<file path="src/rtl/tlcd_pkg.sv">
// package for the triplexed display drive block: frame timing, slot
// encodings and the reading carrier.
// assumes one converter oscillator clock drives every user of it.
package tlcd_pkg;
    // oscillator cycles per backplane frame
    localparam int unsigned FRAME_DIV = 1200;
    // three backplanes, each owns one slot of the frame
    localparam int unsigned NUM_BP = 3;
    // each slot is split into a drive half and an inverted half (dc free)
    localparam int unsigned HALF_SLOTS = 2 * NUM_BP;
    localparam int unsigned HALF_LEN = FRAME_DIV / HALF_SLOTS;
    localparam int unsigned HALF_W = $clog2(HALF_LEN);
    // latch/hold low window at the end of each conversion
    localparam int unsigned HOLD_LOW_CYCLES = 100;
    // conversion length in oscillator cycles (counter model of sequence)
    localparam int unsigned CONV_CYCLES = 10000;
    localparam int unsigned CONV_W = $clog2(CONV_CYCLES);
    // segment drive lines and panel positions over all lines (three per line)
    localparam int unsigned NUM_SEG_LINES = 12;
    localparam int unsigned NUM_POS = NUM_SEG_LINES * NUM_BP;
    localparam logic [2:0] SLOT_RST = 3'h1;

    // one reading as it reaches the display: digit segments plus extras
    typedef struct packed {
        logic [27:0] digit_seg;
        logic [3:0] dp;
        logic minus;
        logic continuity;
        logic low_batt;
        logic spare;
    } tlcd_read_t;

    // backplane outputs travel together
    typedef struct packed {
        logic three;
        logic two;
        logic one;
    } tlcd_bp_t;
endpackage

</file>
<file path="src/rtl/tlcd_seg_line.sv">
// one segment drive line: picks per slot from three position states.
// assumes slot and phase come from the frame timer of the top module.
`timescale 1ns/1ps
`default_nettype none
module tlcd_seg_line (
    input wire logic mclk_i,
    input wire logic rst_b_i,
    input wire logic [2:0] slot_i,
    input wire logic phase_i,
    input wire logic [2:0] pos_on_i,
    output logic seg_o
);
    wire logic sel_on;
    wire logic next_seg;
    // backplane is ~phase in its slot: on takes phase, off follows plane
    assign sel_on = |(slot_i & pos_on_i);
    assign next_seg = sel_on ? phase_i : ~phase_i;
    always_ff @(posedge mclk_i or negedge rst_b_i)
    begin
        if (!rst_b_i)
            seg_o <= 1'b0;
        else
            seg_o <= next_seg;
    end
endmodule
`default_nettype wire

</file>
<file path="src/rtl/tlcd_drive.sv">
// triplexed display drive: frame timer, backplanes, segment lines,
// annunciator drive and the display latch with its latch/hold pin.
// assumes levels are binary; analog drive levels are built outside.
`timescale 1ns/1ps
`default_nettype none
module tlcd_drive #(
    parameter int unsigned FRAME_DIV = tlcd_pkg::FRAME_DIV,
    parameter int unsigned CONV_CYCLES = tlcd_pkg::CONV_CYCLES
) (
    input wire logic mclk_i,
    input wire logic rst_b_i,
    input wire tlcd_pkg::tlcd_read_t result_i,
    input wire tlcd_pkg::tlcd_read_t live_i,
    input wire logic hold_pin_i,
    input wire logic cont_pin_i,
    input wire logic low_batt_i,
    output logic hold_pin_o,
    output logic hold_pin_oe_o,
    output tlcd_pkg::tlcd_bp_t bp_o,
    output logic [tlcd_pkg::NUM_SEG_LINES-1:0] seg_line_o,
    output logic annunc_o
);
    localparam int unsigned HALF_LEN = FRAME_DIV / tlcd_pkg::HALF_SLOTS;
    localparam int unsigned HALF_W = $clog2(HALF_LEN);
    localparam int unsigned CONV_W = $clog2(CONV_CYCLES);
    localparam logic [HALF_W-1:0] HALF_LAST = HALF_W'(HALF_LEN - 1);
    localparam logic [CONV_W-1:0] CONV_LAST = CONV_W'(CONV_CYCLES - 1);
    localparam logic [CONV_W-1:0] HOLD_START =
        CONV_W'(CONV_CYCLES - tlcd_pkg::HOLD_LOW_CYCLES);

    // the slot split needs six equal halves of at least two clocks
    if (FRAME_DIV % tlcd_pkg::HALF_SLOTS != 0 || FRAME_DIV < 12)
    begin : g_bad_frame
        $error("frame divide must be a multiple of six, at least 12");
    end

    if (CONV_CYCLES <= tlcd_pkg::HOLD_LOW_CYCLES)
    begin : g_bad_conv
        $error("conversion shorter than latch window");
    end

    // the slot rotation below is written for exactly three planes
    if (tlcd_pkg::NUM_BP != 3)
    begin : g_bad_planes
        $error("slot rotation serves three backplanes only");
    end

    // reading width must equal the position count; its three annunciator bits are replaced by pins and a tie-off
    if ($bits(tlcd_pkg::tlcd_read_t) != tlcd_pkg::NUM_POS)
    begin : g_bad_map
        $error("reading width differs from position count");
    end

    if ($countones(tlcd_pkg::SLOT_RST) != 1)
    begin : g_bad_slot
        $error("reset slot code must be one-hot");
    end

    // frame timer state
    logic [HALF_W-1:0] half_cnt;
    logic phase;
    logic [2:0] slot;

    wire logic half_end;
    wire logic slot_end;
    wire logic [HALF_W-1:0] next_half_cnt;
    wire logic next_phase;
    wire logic [2:0] next_slot;

    // frame = 3 slots x 2 halves, 200 clocks each at default
    assign half_end = (half_cnt == HALF_LAST);
    assign slot_end = half_end & phase;
    assign next_half_cnt = half_end ? '0 : half_cnt + 1'b1;
    assign next_phase = half_end ? ~phase : phase;
    // one-hot rotation: slot one, two, three, then one again
    assign next_slot = slot_end ? {slot[1:0], slot[2]} : slot;

    always_ff @(posedge mclk_i or negedge rst_b_i)
    begin
        if (!rst_b_i)
            half_cnt <= '0;
        else
            half_cnt <= next_half_cnt;
    end

    always_ff @(posedge mclk_i or negedge rst_b_i)
    begin
        if (!rst_b_i)
            phase <= 1'b0;
        else
            phase <= next_phase;
    end

    always_ff @(posedge mclk_i or negedge rst_b_i)
    begin
        if (!rst_b_i)
            slot <= tlcd_pkg::SLOT_RST;
        else
            slot <= next_slot;
    end

    // backplane active in its slot: high first half, low second half
    wire logic next_bp_one;
    wire logic next_bp_two;
    wire logic next_bp_three;

    assign next_bp_one = next_slot[0] & ~next_phase;
    assign next_bp_two = next_slot[1] & ~next_phase;
    assign next_bp_three = next_slot[2] & ~next_phase;

    // reset shows slot one in its drive half, as the timer state does,
    // so no short first half appears after release
    always_ff @(posedge mclk_i or negedge rst_b_i)
    begin
        if (!rst_b_i)
            bp_o <= tlcd_pkg::SLOT_RST;
        else
            bp_o <= {next_bp_three, next_bp_two, next_bp_one};
    end

    // high for the first half of the frame, low for the second: one
    // period per frame; plane three only drives while this is low, so a
    // segment tied here sees full drive and one tied to that plane none
    wire logic slot_two_drive;
    wire logic next_annunc;

    assign slot_two_drive = next_slot[1] & ~next_phase;
    assign next_annunc = next_slot[0] | slot_two_drive;

    always_ff @(posedge mclk_i or negedge rst_b_i)
    begin
        if (!rst_b_i)
            annunc_o <= 1'b1;
        else
            annunc_o <= next_annunc;
    end

    // conversion sequence timer, drives the latch/hold pulse
    logic [CONV_W-1:0] conv_cnt;
    wire logic conv_end;
    wire logic [CONV_W-1:0] next_conv_cnt;

    assign conv_end = (conv_cnt == CONV_LAST);
    assign next_conv_cnt = conv_end ? '0 : conv_cnt + 1'b1;

    always_ff @(posedge mclk_i or negedge rst_b_i)
    begin
        if (!rst_b_i)
            conv_cnt <= '0;
        else
            conv_cnt <= next_conv_cnt;
    end

    tlcd_pkg::tlcd_read_t shown;
    wire logic in_hold_window;
    wire logic pin_low;
    wire logic latch_now;
    wire logic pin_forced_low;
    wire tlcd_pkg::tlcd_read_t next_shown;

    assign in_hold_window = (conv_cnt >= HOLD_START);
    assign pin_low = ~hold_pin_i;
    // open-drain style: only ever pull low, outside party may force level
    assign hold_pin_o = 1'b0;
    assign hold_pin_oe_o = in_hold_window;
    // forced low outside our window means live counter display
    assign pin_forced_low = pin_low & ~in_hold_window;
    // a high pin during our window blocks the load and holds the reading
    assign latch_now = in_hold_window & pin_low;
    assign next_shown = pin_forced_low ? live_i :
        (latch_now ? result_i : shown);

    always_ff @(posedge mclk_i or negedge rst_b_i)
    begin
        if (!rst_b_i)
            shown <= '0;
        else
            shown <= next_shown;
    end

    // continuity and low battery bypass the latch so they act at once
    wire logic [27:0] digit_on;
    wire logic [3:0] point_on;
    wire logic sign_on;
    wire logic [2:0] annunc_on;
    wire logic [tlcd_pkg::NUM_POS-1:0] pos_on;

    assign digit_on = shown.digit_seg;
    assign point_on = shown.dp;
    assign sign_on = shown.minus;
    // spare position tied off: nothing on the panel sits there
    assign annunc_on = {cont_pin_i, low_batt_i, 1'b0};
    assign pos_on = {digit_on, point_on, sign_on, annunc_on};

    genvar g;
    generate
        for (g = 0; g < tlcd_pkg::NUM_SEG_LINES; g++)
        begin : g_line
            wire logic [2:0] line_pos;

            assign line_pos = pos_on[3*g +: 3];

            tlcd_seg_line u_line (
                .mclk_i(mclk_i),
                .rst_b_i(rst_b_i),
                .slot_i(next_slot),
                .phase_i(next_phase),
                .pos_on_i(line_pos),
                .seg_o(seg_line_o[g])
            );
        end
    endgenerate
endmodule
`default_nettype wire

</file>
<file path="config.mk">
export PLATFORM = sky130hd
export DESIGN_NAME = tlcd_drive
export DESIGN_NICKNAME = d
export VERILOG_FILES = /design/src/rtl/tlcd_pkg.sv /design/src/rtl/tlcd_seg_line.sv /design/src/rtl/tlcd_drive.sv
export SDC_FILE = /design/constraint.sdc
export NUM_CORES = 1
export LEC_CHECK = 0
export BUFFER_PORTS_ARGS = -buffer_cell sky130_fd_sc_hd__buf_2
export CAP_MARGIN = 20
export CORE_UTILIZATION = 57
export DETAILED_ROUTE_END_ITERATION = 6
export HOLD_SLACK_MARGIN = 0.15
export PLACE_DENSITY_LB_ADDON = 0.1
export SYNTH_ARGS = -nofsm -noshare
export SYNTH_HDL_FRONTEND = slang
export SYNTH_SLANG_ARGS = --single-unit
</file>
<file path="constraint.sdc">
create_clock -name mclk_i -period 6.6 [get_ports mclk_i]
set_clock_uncertainty 0.15 [all_clocks]
set_input_delay 0.33 -clock mclk_i [delete_from_list [all_inputs] [get_ports mclk_i]]
set_output_delay 0.33 -clock mclk_i [all_outputs]
set_load 0.01 [all_outputs]
</file>
-- After elaboration in Yosys (flattened, before gate mapping)
Cells that the tools add are included.
- add/sub/neg operators: 2
- bitwise logic cells: 23
- eq/ne operators: 2
- reduce and logical (&&, ||, !) cells: 13
- $lt $le $gt $ge: 1
- mux-type cells: 18
- operators by type and width (cell ; count):
    36-bit 2-to-1 mux ; 2
    3-bit AND ; 12
    3-bit OR reduction ; 12
    14-bit by 1-bit adder with 14-bit output (second input constant) ; 1
    14-bit equality test (second input constant) ; 1
    14-bit >= comparator (second input constant) ; 1
    14-bit 2-to-1 mux ; 1
    1-bit 2-to-1 mux ; 13
    8-bit by 1-bit adder with 8-bit output (second input constant) ; 1
    8-bit equality test (second input constant) ; 1
    8-bit 2-to-1 mux ; 1
    1-bit AND ; 6
    1-bit inverter ; 4
    3-bit 2-to-1 mux ; 1
    2-bit nonzero test ; 1
    1-bit bitwise OR ; 1
- output and inout bits: 18
- logic and storage cells: 82
- input bits: 77
- register bits: 75

-- Longest topological paths before layout
Gate-level depths: netlist (run 1).
- depth in word-level cells: 6
- mapped depth: 9
- mapped depth without buffers: 7

-- By module
From an unflattened synthesis (run 1), not the netlist that was laid out.
- cell total of the unflattened synthesis: 345
- area total of the unflattened synthesis: 3544.6 um^2
- modules (own cells, without submodules) (module ; area an instance (um^2) ; times used ; seq. area each (um^2) ; cells each):
    tlcd_drive ; 3019.1 ; 1 ; 1580.3 ; 309
    tlcd_seg_line ; 43.8 ; 12 ; 25.0 ; 3

-- Worst setup path before layout (run 1)
OpenSTA, ideal clock, no wires.
- path kind: register to register
- start point: register half_cnt[0]
- end point: register g_line[10].u_line.seg_o
- slack: 4088 ps
- data arrival time: 2222 ps
- library setup time: 140 ps
- clock period less this slack: 2512 ps
- buffers on the path: 2
- required time: 6310 ps
- cell stages (with the launch flop): 10
- cells stage by stage: dfrtp_1 -> ha_1 -> and3_1 -> and4b_1 -> clkbuf_1 -> ha_1 -> mux2_4 -> buf_6 -> a222oi_1 -> xnor2_1
- word-level cells in the longest chain between the ends: 6
- elaborated cells on any way between the ends: 8
- those cells by class: 1 x eq/ne; 3 x mux; 3 x bitwise; 1 x reduce/logical
- ends and longest elaborated chain (element ; RTL line ; source):
    start, declared ; tlcd_drive.sv:60 ; logic [HALF_W-1:0] half_cnt;
    start signal, assigned ; tlcd_drive.sv:83 ; half_cnt <= next_half_cnt;
    8-bit equality test ; tlcd_drive.sv:71 ; assign half_end = (half_cnt == HALF_LAST);
    1-bit AND ; tlcd_drive.sv:72 ; assign slot_end = half_end & phase;
    3-bit 2-to-1 mux ; tlcd_drive.sv:76 ; assign next_slot = slot_end ? {slot[1:0], slot[2]} : slot;
    named net g_line[0].u_line.slot_i[0] ; tlcd_seg_line.sv:8 ; input wire logic [2:0] slot_i,
    3-bit AND ; tlcd_seg_line.sv:16 ; assign sel_on = |(slot_i & pos_on_i);
    3-bit OR reduction ; tlcd_seg_line.sv:16 ;
    1-bit 2-to-1 mux ; tlcd_seg_line.sv:17 ; assign next_seg = sel_on ? phase_i : ~phase_i;
    named net g_line[10].u_line.next_seg ; tlcd_seg_line.sv:14 ; wire logic next_seg;
    end signal, assigned ; tlcd_seg_line.sv:23 ; seg_o <= next_seg;
    end, declared ; tlcd_seg_line.sv:11 ; output logic seg_o
The timed path passes the listed nets, and every way through them passes these cells.
A chain may end at the register's enable or synchronous reset.

-- Worst setup path after layout (run 1)
- start point: register half_cnt[0]
- end point: register g_line[0].u_line.seg_o
- word-level cells in the longest chain between the ends: 6
- elaborated cells on any way between the ends: 8
- those cells by class: 1 x eq/ne; 3 x mux; 3 x bitwise; 1 x reduce/logical
- ends and longest elaborated chain (element ; RTL line):
    8-bit equality test * ; tlcd_drive.sv:71
    1-bit AND ; tlcd_drive.sv:72
    3-bit 2-to-1 mux ; tlcd_drive.sv:76
    3-bit AND ; tlcd_seg_line.sv:16
    3-bit OR reduction ; tlcd_seg_line.sv:16
    1-bit 2-to-1 mux * ; tlcd_seg_line.sv:17
    named net g_line[0].u_line.next_seg ; tlcd_seg_line.sv:14
    end signal, assigned ; tlcd_seg_line.sv:23
    end, declared ; tlcd_seg_line.sv:11
The timed path passes the listed nets; every way through them passes the cells marked *.

==> qor.csv, run 1 <==
metric,value,unit
"Hold Vio Cnt, Final",0,
met3 GRT Util,4.97,%
max_cap viols,0,
crit share post-route,45.6,%
Worst-Margin Slew,0.989,ns
grt peak-use layer,met2,
Mapped Cells,363,
Avg Synthesized Cell Area,10.3,um^2
Setup crit start,half_cnt[0],
r2r worst-path depth,8,
nets,546,
drt first-iter violations,229,
Leak,0.00197,uW
ys flop type,dfrtp_1,
diode count,0,
r2r endpoint,g_line[0].u_line.seg_o,
CTS Buf Count,9,
# Post-CTS Setup Buffers,0,
Area growth syn-to-layout,23.9,%
PD cells,195,nW/um^2
Post-Route WL,8550,um
GR Overflow Total,0,
"Slowest-stage cell, CP",dlygate4sd3_1,
met1 Usage GRT,34.9,%
CP startpoint kind,flop,
fin. max-slew vios,0,
I/O pin cnt,95,
#FFs+latches synth,75,
std cell rows,29,
Buffers & Inverters on Critical Path,1,
RSZ-0062 raised after global routing,no,
Initial Util,58.7,%
Post-synth EDFFs,0,
clock share of power,36.7,%
Final ANT Viol Nets,0,
Worst slew margin,34.1,%
Worst Hold Class,primary input to flop,
met2 Use GR,43.3,%
Placement Setup Slack,3.72,ns
CTS tree,done,
Post-Layout Cell Count,546,
die area,6870,um^2
Flop pwr share,54.1,%
Routed WL per cell,15.7,um
"Core Util, Final",72.7,%
"Top cell by count, worst path",ha_1,
"delay-heaviest family, CP",buffers and inverters,
input/output buffers,87,
endpoints failing setup,0,
Setup crit end kind,flop,
Internal,702,uW
net switching power,200,uW
vias in the first global route,3045,
Logic pwr share,9.2,%
Detailed Routing Iterations Pass 1,6,
"Cell Area, Synth",3730,um^2
clock sinks,75,
DIE WIDTH,82.9,um
post-synth top area cell,dfrtp_1,
Crit Path Class,flop to flop,
cell depth of the worst setup path,8,
hpwl dp,5070,um
fmax,332,MHz
Synth cell types,41,
post-synth top area share,48.3,%
Root Driver,clkbuf_8,
Syn Nets,445,
top post-synthesis cells by area,"dfrtp_1, nor2b_1, a31oi_1, xnor2_1, a21oi_1",
Setup crit end,g_line[0].u_line.seg_o,
"FFs w/ async S/R, synth",100,%
Worst VDD drop,140,uV
Worst path max stage delay,0.60,ns
die height,82.9,um
status,"finished, final reports clean",
Vias,3064,
crit-path max FO,14,
Critical R2R Launch,half_cnt[0],
"Reg clk slew, reported paths",0.07,ns
share of layout cells above drive strength 1,24.9,%
clk_lat worst skew,0.34,ns
placed insts,492,
setup TNS,0,ns
crit path DAT,3.11,ns
RePlAce Congestion,0.769,
Worst R2R Setup Slack,3.59,ns
Sw Share,22.2,%
drt drc,0,
GRT Overall Usage,25.9,%
first-pass GRT wire length,14400,um
core area,6350,um^2
initial antenna violation count,0,
htree depth,3,
clock buffer depth,2,
Syn. warnings,0,
WP data required,6.70,ns
vias per cell,5.61,
Worst Slack Setup Final,3.59,ns
largest net degree at the start of global routing,76,
post-layout min period,3.01,ns
worst-path cell chain,ha_1 -> and3_1 -> and4b_1 -> ha_1 -> mux2_2 -> a22oi_1 -> dlygate4sd3_1 -> xnor2_1,
post-synthesis sequential area ratio,50.4,%
timing repair:
| action | CTS | global route |
|---|---|---|
| hold buffers | 38 | 0 |
| setup endpoints to repair | 0 | 0 |
| resized for setup | 0 | 0 |
| endpoints found under the hold margin | 105 | 0 |
stage by stage:
stage | power [uW] | hold slack [ns] | cell area, um^2
3_5_place_dp | 562 | 0.303 | 4050
6_report | 902 | 0.158 | 4620
3_3_place_gp | 560 | 0.287 | 4050
2_1_floorplan | 525 | -0.116 | 3730
5_1_grt | 943 | 0.158 | 4620
4_1_cts | 910 | 0.150 | 4620
power by group through the flow:
stage	registers, uW	logic, uW	clock network, uW
final	489	82.8	331
after global routing	490	93.5	359
after CTS	488	83.0	339
after detailed placement	497	64.8	0
after global placement	496	64.0	0
after floorplan	494	31.5	0
cell usage after synthesis (2+ instances only):
library cell  count
buf_6             4
mux2_2            2
nor4_1            2
and3_1            4
o21ai_0           5
dfstp_2           3
a31oi_1          33
nand2_1           8
nor2_1           15
nor2b_1          35
nand4_1           2
ha_1              5
nand3_1           8
and2_1            4
buf_2             5
dfrtp_1          72
xor2_1            7
a21oi_1          35
buf_1             2
buf_4            16
clkbuf_1         11
a222oi_1         11
o21ai_1          29
or2_2             2
nor3_1            4
xnor2_1          21
inv_1             4
worst register-to-register path, stage by stage (launching register included):
cell,delay [ns]
dfrtp_1,0.36
ha_1,0.23
and3_1,0.19
and4b_1,0.34
ha_1,0.25
mux2_2,0.50
a22oi_1,0.19
dlygate4sd3_1,0.60
xnor2_1,0.12
layout make-up:
type	instances	area [um^2]
flip-flops and latches	75	1880
fillers	436	1730
multi-input cells	245	1590
repair buffers	128	841
clock buffers	15	186
well taps	77	96.3
inverters	5	18.8
clock inverters	1	5.00
registers in the layout, indices dropped and copies added, names as in the netlist:
name and count:
g_line.u_line.seg_o 12, bp_o 3, point_on 4, sign_on 1
slot 3, conv_cnt 14, phase 1, annunc_o 1
half_cnt 8, digit_on 28
how the worst min path moves through the flow:
stage,cells past startpoint,endpoint,start
floorplan,0,bp_o[1],rst_b_i
global placement,1,half_cnt[0],half_cnt[0]
detailed placement,1,half_cnt[0],half_cnt[0]
CTS,3,digit_on[25],result_i[33]
global route,3,digit_on[1],result_i[9]
finish,3,digit_on[1],result_i[9]
layout by cell type, fill, tap and decap left out, types with 2 or more instances in the layout:
master	n
and3_1	4
dfstp_2	3
and2_1	4
nor4_1	2
nor2_1	15
dlygate4sd3_1	38
mux2_2	2
a31oi_1	33
or2_2	2
nand3_1	8
clkbuf_1	2
a21oi_1	35
ha_1	5
nand4_1	2
a222oi_1	11
xnor2_1	21
o21ai_0	5
dfrtp_1	72
nor2b_1	35
clkbuf_8	13
nor3_1	4
xor2_1	7
buf_4	4
inv_1	4
o21ai_1	29
nand2_1	8
buf_2	86
logic make-up (layout without fill, tap and decap cells):
group	after synthesis	in the layout	synth area share (%)
compound gates	120	120	20.0
simple gates	88	88	13.3
flops	75	75	50.4
buf+inv	43	149	6.91
xor+xnor	28	28	6.58
fa+ha+maj	5	5	1.68
mux	3	3	1.01
other cells	1	1	0.101
routing by layer:
metal / routed length [um] / vias up
met5: 0 / -
met4: 78 / 0
met3: 478 / 7
met2: 4160 / 114
met1: 3830 / 1453
li1: - / 1490
Power figures use the tool's default switching activity.
==> run 2, diff against run 1 <==
- CORE_UTILIZATION: 57 -> 53
- clock period: 6.6 -> 3.03 ns (I/O delays scaled with it)
==> run 2 against run 1 <==
Against the previous run:
- sequential power rose by 120%
- clock-buffer cell count is 4 lower
- via count up 4.7%
- global-route usage is 0.42 points higher
- fmax increased by 4.6%
- wire length rose by 7.7%
- non-clock buffer count up 32
- combinational power grew to 2.9 times the previous value
==> qor.csv, run 2 (synthesis gave the netlist of run 1 again) <==
metric,value,unit
Detailed Routing Iterations Pass 1,5,
initial antenna violation count,0,
Routed WL per cell,15.4,um
CP startpoint kind,flop,
"delay-heaviest family, CP",buffers and inverters,
vias per cell,5.37,
Worst VDD drop,318,uV
diode count,0,
Worst-Margin Slew,1.02,ns
fillers,491,
r2r endpoint,g_line[0].u_line.seg_o,
drt first-iter violations,235,
crit path DAT,2.99,ns
RePlAce Congestion,0.811,
CTS Buf Count,9,
nets,578,
die area,7370,um^2
GRT Overall Usage,26.4,%
placed insts,512,
Initial Util,54.9,%
share of layout cells above drive strength 1,23.8,%
clk_lat worst skew,0.33,ns
Buffers & Inverters on Critical Path,1,
"commonest non-fill, non-tap cells in the layout","buf_2, dfrtp_1, dlygate4sd3_1, a21oi_1, nor2b_1",
"most common cell after layout, fill and taps aside",buf_2,
Crit Path Class,flop to flop,
setup TNS,0,ns
endpoints failing setup,0,
std cell rows,30,
CTS tree,done,
Area growth syn-to-layout,34.0,%
Critical R2R Launch,half_cnt[0],
Logic pwr share,11.1,%
largest net degree at the start of global routing,76,
"Hold Vio Cnt, Final",0,
clock share of power,39.4,%
r2r worst-path depth,8,
crit share post-route,95.0,%
hold worst-path end,half_cnt[0],
Post-Route WL,9200,um
Flop pwr share,49.6,%
die height,85.9,um
Worst path max stage delay,0.58,ns
core area,6790,um^2
WP data required,3.14,ns
htree depth,3,
vias in the first global route,3172,
"Top cell by count, worst path",ha_1,
Setup crit start,half_cnt[0],
Hold Startpoint,half_cnt[0],
Root Driver,clkbuf_8,
Worst Hold Class,flop to flop,
PD cells,430,nW/um^2
net switching power,476,uW
fmax,347,MHz
first-pass GRT wire length,15100,um
Leak,0.00210,uW
Setup crit end kind,flop,
"Slowest-stage cell, CP",dlygate4sd3_1,
crit-path max FO,14,
fin. max-slew vios,0,
drt drc,0,
Worst slew margin,32.3,%
I/O pin cnt,95,
GR Overflow Total,0,
Final ANT Viol Nets,0,
max reg flops,28,
RSZ-0062 raised after global routing,no,
max_cap viols,0,
Hold Crit Depth,1,
worst-path cell chain,ha_1 -> and3_1 -> and4b_1 -> ha_1 -> mux2_4 -> a22oi_1 -> dlygate4sd3_1 -> xnor2_1,
Sw Share,22.2,%
Vias,3207,
clock sinks,75,
post-layout min period,2.88,ns
"Reg clk slew, reported paths",0.08,ns
clock buffer depth,2,
Post-Layout Cell Count,597,
input/output buffers,87,
hpwl dp,5120,um
status,"finished, final reports clean",
DIE WIDTH,85.9,um
Internal,1670,uW
Worst R2R Setup Slack,0.15,ns
-- run 2: changes by cell type in the layout (fill, tap and decap cells not counted), sizes merged --
cell	delta
clkbuf	-4
bufinv	+2
dlygate4sd3	+31
buf	+1
clkinvlp	+1
clkinv	+1
-- run 2: power groups by stage --
| stage | clock network, uW | registers [uW] | logic (uW) |
|---|---|---|---|
| after CTS | 858 | 1060 | 233 |
| after global placement | 0 | 1080 | 140 |
| after global routing | 898 | 1070 | 264 |
| after floorplan | 0 | 1070 | 68.6 |
| after detailed placement | 0 | 1080 | 142 |
| final | 845 | 1060 | 238 |
-- run 2: timing repair --
item / 4_1_cts / 5_1_grt
endpoints found under the hold margin: 106 / 0
hold buffers: 69 / 0
endpoints found under the setup margin: 0 / 1
gates resized for setup: 0 / 2
setup buffers: 0 / 0
-- run 2: layout make-up --
type	count	area [um^2]	area share, %
Sequential cell	75	1880	37.7
Multi-Input combinational cell	245	1600	32.0
Timing Repair Buffer	160	1160	23.2
Clock buffer	11	141	2.83
Tap cell	96	120	2.40
Clock inverter	5	77.6	1.55
Inverter	5	18.8	0.376
-- run 2: worst max-delay path by stage --
stage | end | slack (ns) | cells past startpoint
final | g_line[0].u_line.seg_o | 0.15 | 8
after global routing | g_line[0].u_line.seg_o | 0.03 | 8
after CTS | g_line[0].u_line.seg_o | 0.07 | 8
after detailed placement | g_line[9].u_line.seg_o | 0.45 | 7
after global placement | g_line[7].u_line.seg_o | 0.55 | 7
after floorplan | g_line[10].u_line.seg_o | 0.52 | 9
-- run 2: worst reg2reg max path, cell delays in order, from the launching register on --
cell and delay, ns:
dfrtp_1 0.37, ha_1 0.25, and3_1 0.20, and4b_1 0.33, ha_1 0.26, mux2_4 0.41
a22oi_1 0.16, dlygate4sd3_1 0.58, xnor2_1 0.11
-- run 2: routing by layer --
| layer | GRT usage [%] | routed length [um] |
|---|---|---|
| met4 | 10.5 | 114 |
| met1 | 35.1 | 4170 |
| met3 | 3.85 | 412 |
| met2 | 43.7 | 4510 |
| met5 | 0 | 0 |
-- run 2: per-stage QoR --
stage          hold WS (ns)  cell area (um^2)  power [uW]  setup WS (ns)  util (%)
5_1_grt               0.347              4990        2230         0.0330      73.5
6_report              0.315              4990        2150          0.152      73.5
2_1_floorplan        -0.294              3730        1140          0.518         -
3_5_place_dp          0.196              4080        1220          0.455      60.0
4_1_cts               0.316              4990        2150         0.0711      73.4
3_3_place_gp          0.201              4080        1220          0.553      60.0
